<file path="config.mk">
export PLATFORM = sky130hd
export DESIGN_NAME = erxf_filter
export DESIGN_NICKNAME = d
export VERILOG_FILES = /design/src/logic/erxf_pkg.sv /design/src/logic/erxf_filter.sv
export SDC_FILE = /design/constraint.sdc
export NUM_CORES = 1
export LEC_CHECK = 0
export BUFFER_PORTS_ARGS = -buffer_cell sky130_fd_sc_hd__buf_2
export CAP_MARGIN = 20
export CORE_MARGIN = 1.5
export CORE_UTILIZATION = 44
export DETAILED_ROUTE_END_ITERATION = 10
export GPL_ROUTABILITY_DRIVEN = 0
export PLACE_DENSITY = 0.78
export SYNTH_ARGS = -nofsm -noshare
export SYNTH_HDL_FRONTEND = slang
export SYNTH_SLANG_ARGS = --single-unit
</file>
<file path="constraint.sdc">
create_clock -name mclk -period 1.4 [get_ports mclk]
set_input_delay 0.28 -clock mclk [delete_from_list [all_inputs] [get_ports mclk]]
set_output_delay 0.28 -clock mclk [all_outputs]
set_load 0.02 [all_outputs]
</file>
<file path="src/logic/erxf_pkg.sv">
// package: register map, field layout and types of the receive filter block
package erxf_pkg;

    // ========================================================================
    // register map
    localparam logic [3:0]  CFG_OFFSET       = 4'h0;
    localparam logic [3:0]  RXCTL_OFFSET     = 4'h4;
    localparam logic [31:0] CFG_RESET        = 32'h0000_0000;
    localparam logic [31:0] CFG_WRITE_MASK   = 32'h0000_dfff;

    // ========================================================================
    // field positions
    localparam int HASH_EN_BIT   = 15;
    localparam int WAKE_EN_BIT   = 14;
    localparam int INVERT_BIT    = 12;
    localparam int MODE_LSB      = 8;
    localparam int RECEIVE_ENABLE_BIT      = 0;

    // ========================================================================
    // pattern mode codes
    localparam logic [3:0] PM_OFF       = 4'h0;
    localparam logic [3:0] PM_CSUM      = 4'h1;
    localparam logic [3:0] PM_STATION0  = 4'h2;
    localparam logic [3:0] PM_STATION1  = 4'h3;
    localparam logic [3:0] PM_UNICAST0  = 4'h4;
    localparam logic [3:0] PM_UNICAST1  = 4'h5;
    localparam logic [3:0] PM_BCAST0    = 4'h6;
    localparam logic [3:0] PM_BCAST1    = 4'h7;
    localparam logic [3:0] PM_HASH      = 4'h8;
    localparam logic [3:0] PM_WAKE      = 4'h9;

    // per-frame results from the receive datapath
    typedef struct packed {
        logic valid;
        logic checksumMatch;
        logic isStation;
        logic isUnicast;
        logic isBroadcast;
        logic isMulticast;
        logic hashHit;
        logic wakeupPacket;
    } erxf_frame_t;

    // decision handed back per frame
    typedef struct packed {
        logic valid;
        logic patternMatch;
        logic hashFilterOn;
        logic wakeFilterOn;
    } erxf_result_t;

    typedef struct packed {
        logic [15:0]  cfg;
        logic         receiveEnable;
        logic [31:0]  readData;
        erxf_result_t result;
    } erxf_state_t;

endpackage : erxf_pkg

</file>
<file path="src/logic/erxf_filter.sv">
// receive filter configuration register and pattern-match decision
//
// Decided for this implementation: the strobed register port and the register addresses.
`timescale 1ns/1ps
`default_nettype none

module erxf_filter (
    input  wire logic                   mclk,
    input  wire logic                   resetn,
    input  wire logic [3:0]             regAddr,
    input  wire logic [31:0]            regWriteData,
    input  wire logic                   regWrite,
    input  wire logic                   regRead,
    output logic      [31:0]            regReadData,
    input  wire erxf_pkg::erxf_frame_t  frameIn,
    output erxf_pkg::erxf_result_t      resultOut,
    output logic      [7:0]             acceptEnables,
    output logic                        receiveEnable
);

    // ========================================================================
    // state
    erxf_pkg::erxf_state_t state;
    erxf_pkg::erxf_state_t next_state;
    logic                  xorTerm;
    logic                  qualify;
    logic [3:0]            mode;

    assign mode = state.cfg[erxf_pkg::MODE_LSB +: 4];

    // ========================================================================
    // decision
    always_comb begin
        // the transmit path has no port here, so nothing can leak into it
        xorTerm = state.cfg[erxf_pkg::INVERT_BIT] ^ frameIn.checksumMatch;
        unique case (mode)
            erxf_pkg::PM_OFF:      qualify = 1'b0;
            erxf_pkg::PM_CSUM:     qualify = 1'b1;
            erxf_pkg::PM_STATION0,
            erxf_pkg::PM_STATION1: qualify = frameIn.isStation;
            erxf_pkg::PM_UNICAST0,
            erxf_pkg::PM_UNICAST1: qualify = frameIn.isUnicast;
            erxf_pkg::PM_BCAST0,
            erxf_pkg::PM_BCAST1:   qualify = frameIn.isBroadcast;
            erxf_pkg::PM_HASH:     qualify = frameIn.hashHit;
            erxf_pkg::PM_WAKE:     qualify = frameIn.wakeupPacket;
            // codes above 1001 are undefined; treated as no match
            default:               qualify = 1'b0;
        endcase
    end

    // ========================================================================
    // next state
    always_comb begin
        next_state = state;
        next_state.readData = 32'h0000_0000;
        if (regWrite) begin
            unique case (regAddr)
                erxf_pkg::CFG_OFFSET: begin
                    // writes to bits 13 and 31-16 are dropped
                    next_state.cfg = regWriteData[15:0] & erxf_pkg::CFG_WRITE_MASK[15:0];
                end
                erxf_pkg::RXCTL_OFFSET: begin
                    next_state.receiveEnable = regWriteData[erxf_pkg::RECEIVE_ENABLE_BIT];
                end
                default: begin
                end
            endcase
        end
        if (regRead) begin
            unique case (regAddr)
                erxf_pkg::CFG_OFFSET:   next_state.readData = {16'h0000, state.cfg};
                erxf_pkg::RXCTL_OFFSET: next_state.readData = {31'h0, state.receiveEnable};
                default:                next_state.readData = 32'h0000_0000;
            endcase
        end
        // per-frame result, one cycle after the datapath offers it
        next_state.result.valid        = frameIn.valid;
        next_state.result.patternMatch = frameIn.valid & xorTerm & qualify;
        next_state.result.hashFilterOn = state.cfg[erxf_pkg::HASH_EN_BIT];
        next_state.result.wakeFilterOn = state.cfg[erxf_pkg::WAKE_EN_BIT];
    end

    always_ff @(posedge mclk or negedge resetn) begin
        if (!resetn) begin
            state <= '0;
        end else begin
            state <= next_state;
        end
    end

    assign regReadData   = state.readData;
    assign resultOut     = state.result;
    assign acceptEnables = state.cfg[7:0];
    assign receiveEnable = state.receiveEnable;

    // ========================================================================
    // checks
    property p_unimpl_zero;
        @(posedge mclk) disable iff (!resetn)
        $past(regRead) && $past(regAddr) == erxf_pkg::CFG_OFFSET
            |-> regReadData[31:16] == 16'h0000 && !regReadData[13];
    endproperty
    a_unimpl_zero: assert property (p_unimpl_zero) else $error("unimplemented bits read nonzero");

    property p_mode_off;
        @(posedge mclk) disable iff (!resetn)
        $past(mode) == 4'h0 |-> !resultOut.patternMatch;
    endproperty
    a_mode_off: assert property (p_mode_off) else $error("match reported while disabled");

    property p_mode_csum;
        @(posedge mclk) disable iff (!resetn)
        $past(mode) == 4'h1 && $past(frameIn.valid)
            |-> resultOut.patternMatch == ($past(state.cfg[12]) ^ $past(frameIn.checksumMatch));
    endproperty
    a_mode_csum: assert property (p_mode_csum) else $error("mode 1 result wrong");

    property p_xor_both;
        @(posedge mclk) disable iff (!resetn)
        $past(state.cfg[12]) && $past(frameIn.checksumMatch) |-> !resultOut.patternMatch;
    endproperty
    a_xor_both: assert property (p_xor_both) else $error("xor true with both inputs set");

    property p_station;
        @(posedge mclk) disable iff (!resetn)
        ($past(mode) == 4'h2 || $past(mode) == 4'h3) && !$past(frameIn.isStation)
            |-> !resultOut.patternMatch;
    endproperty
    a_station: assert property (p_station) else $error("station mode matched non-station");

    property p_unicast;
        @(posedge mclk) disable iff (!resetn)
        ($past(mode) == 4'h4 || $past(mode) == 4'h5) && !$past(frameIn.isUnicast)
            |-> !resultOut.patternMatch;
    endproperty
    a_unicast: assert property (p_unicast) else $error("unicast mode matched non-unicast");

    property p_bcast;
        @(posedge mclk) disable iff (!resetn)
        ($past(mode) == 4'h6 || $past(mode) == 4'h7) && !$past(frameIn.isBroadcast)
            |-> !resultOut.patternMatch;
    endproperty
    a_bcast: assert property (p_bcast) else $error("broadcast mode matched other frame");

    property p_hash;
        @(posedge mclk) disable iff (!resetn)
        $past(mode) == 4'h8 && $past(frameIn.valid) && $past(frameIn.hashHit)
            && ($past(state.cfg[12]) ^ $past(frameIn.checksumMatch))
            |-> resultOut.patternMatch;
    endproperty
    a_hash: assert property (p_hash) else $error("hash mode missed a hit");

    property p_wake;
        @(posedge mclk) disable iff (!resetn)
        $past(mode) == 4'h9 && $past(frameIn.valid) && $past(frameIn.wakeupPacket)
            && ($past(state.cfg[12]) ^ $past(frameIn.checksumMatch))
            |-> resultOut.patternMatch;
    endproperty
    a_wake: assert property (p_wake) else $error("wake mode missed a packet");

    // the enables reach resultOut one cycle after the config register takes the write
    property p_enables;
        @(posedge mclk) disable iff (!resetn)
        $past(regWrite) && $past(regAddr) == erxf_pkg::CFG_OFFSET
            |-> ##1 (resultOut.hashFilterOn == $past(regWriteData[15], 2)
                     && resultOut.wakeFilterOn == $past(regWriteData[14], 2));
    endproperty
    a_enables: assert property (p_enables) else $error("filter enable not applied");

    c_csum_hit:  cover property (@(posedge mclk) mode == 4'h1 && frameIn.valid ##1 resultOut.patternMatch);
    c_hash_hit:  cover property (@(posedge mclk) mode == 4'h8 ##1 resultOut.patternMatch);
    c_wake_hit:  cover property (@(posedge mclk) mode == 4'h9 ##1 resultOut.patternMatch);
    c_inverted:  cover property (@(posedge mclk) state.cfg[12] ##1 resultOut.patternMatch);

endmodule : erxf_filter

`default_nettype wire

</file>
==> results.cfg <==
[run_status]
outcome = finished clean

[cells_and_area]
fill_cells = 341
diodes = 0
layout.cells.non_filler = 212
drive_above_1_share_pct = 50.61
nets = 211
layout_commonest_cell = buf_2
final_cell_mix = buf_2 (57), dfrtp_1 (35), conb_1 (17), and3_1 (15), mux2_4 (10)
syn2layout_area_growth_pct = 9.180
fin_util_pct = 49.97

[sta]
finalHoldViolCount = 0
finalSetupViolations = 0
maxSlewViolCount = 0
finalWorstSetupSlack_ns = 0.2128
fin_skew_ns = 0.004015
fin_crit_ns = 1.187
max_freq_mhz = 842.3
period_share_pct = 84.80
fin_tns_setup_ns = 0
rsz0062_at_grt = no
hold_ws_ns = 0.02756

[worst_setup_path]
crit_type = register to register
reg2regPathDepth = 3
arrival_ns = 1.34
r2r-end = resultOut[2]
timing.rr.start = mode[1]
worst-path-buf-inv = 0
cp_top_family = flip-flops
worstPathMaxFanout = 5
max_stage_delay_ns = 0.44
crit_chain = mux2i_1, nor3b_1, o311a_1
crit_path_top_delay_cell = dfrtp_1
crit_cells = 3
startpoint_type = register
crit_path_end_kind = register
timing.reg2reg.setup_slack_ns = 0.21
critPathRequiredTime_ns = 1.55

[placed_design]
port-buffer-count = 57
dp_hpwl_mm = 1.950
placed_cells = 204
pre_cts_slack_ns = -0.05906

[pwr]
irDropWorstVdd_mv = 0.4186
p_leak_nw = 1.083
power_density_nw_per_um2 = 1325

[synth]
synth-seq-cells = 35
ys_seq_area_share_pct = 52.67
synth_edf_count = 0
synth_cells = 128
yosys_warnings = 0
syn_area_um2 = 1663
async_flop_share_pct = 100.0
ys.flop_type = dfrtp_1
synth.distinct_cells = 20
syn-mean-instance-area_um2 = 12.99

[clocking]
tritoncts = yes
cts_inserted_buffers = 5
cts_resized = 0
hold_buffers = 0
clk_latency_ns = 0.27
cts_root_buf = clkbuf_8
cts_num_sinks = 35
clock_path_buffers = 2
h-tree-depth = 2
cts_setup_buffers = 0
cts.clk_slew.worst_paths_ns = 0.06

[global_routing]
gr-usage-all-layers_pct = 12.75
grt_max_degree = 36
antenna_found_initial = 0
use_met3_pct = 3.472
gr-usage-met2_pct = 21.88
grt_pass1_wl_mm = 3.960
grt_overflow = 0
busiest_layer = met2
grt_pass1_vias = 856
use_met1_pct = 14.53

[floorplan]
core_area_um2 = 3633
die_x_um = 64.48
fp-row-count = 22
die_h_um = 64.48
initial_core_util_pct = 45.76
die_area_um2 = 4157
num_io_pins = 93

[drt]
ant_nets = 0
vias_per_cell = 4.264
drtIter0Drc = 62
dr.pass1.iters = 4
drt_wl_total_mm = 2.426
vias = 904
wl_per_cell_um = 11.44
drc = 0

[hold_path]
hp-class = primary input to async pin

[job]
maxCapViolations = 0
## area by class of cell
type	instances	area, um^2	area share [%]
clock buffers	7	76.32	4.204
repair buffers	59	300.3	16.54
well taps	48	60.06	3.308
clock inverters	1	5.005	0.2757
flip-flops and latches	35	875.8	48.24
multi-input cells	62	498.0	27.43
## Yosys cell counts (all sizes together) (2+ instances only)
cell | count | area share [%]
and3 | 15 | 5.6
buf | 45 | 21
clkbuf | 2 | 0.45
dfrtp | 35 | 53
mux2 | 16 | 13
mux2i | 2 | 1.2
nand2 | 2 | 0.90
nor3 | 2 | 0.60
## stage by stage
step	instance area [um^2]	power (W)
floorplan	1723	0.001727
global placement	1734	0.001770
detailed placement	1734	0.001793
CTS	1815	0.002439
global route	1815	0.002551
finish	1815	0.002406
## worst max-delay path by stage
stage | startpoint | to | slack, ns
finish | mode[1] | resultOut[2] | 0.21
global route | mode[1] | resultOut[2] | 0.13
CTS | mode[1] | resultOut[2] | 0.20
detailed placement | regAddr[3] | mode[2] | -0.06
global placement | regAddr[3] | mode[3] | -0.03
floorplan | regAddr[3] | acceptEnables[5] | 0.04
## power breakdown
group	total [W]	switching (W)	internal, W
Combinational	0.000513	0.000275	0.000238
Clock	0.000640	0.000292	0.000348
Sequential	0.00125	0.000108	0.00115
## per-layer routing
layer | share of wire, % | vias to the layer above
met1 | 39 | 425
met4 | 2.1 | 0
met5 | 0 | -
met2 | 52 | 34
met3 | 6.6 | 4
li1 | - | 441
## registers in the layout (all words and copies together) (netlist names)
register	count
acceptEnables	8
mode	4
next_state	2
receiveEnable	1
regReadData	15
resultOut	4
state	1
## logic make-up after synthesis
family,Yosys count,share of synthesized area (%)
AND/OR/NAND/NOR,23,9.631
multiplexers,18,14.30
other,1,0.2255
AO/OA/AOI/OAI,3,1.656
XOR/XNOR,1,0.5268
buffers and inverters,47,20.99
flip-flops,35,52.67
Power figures use the tool's default switching activity.
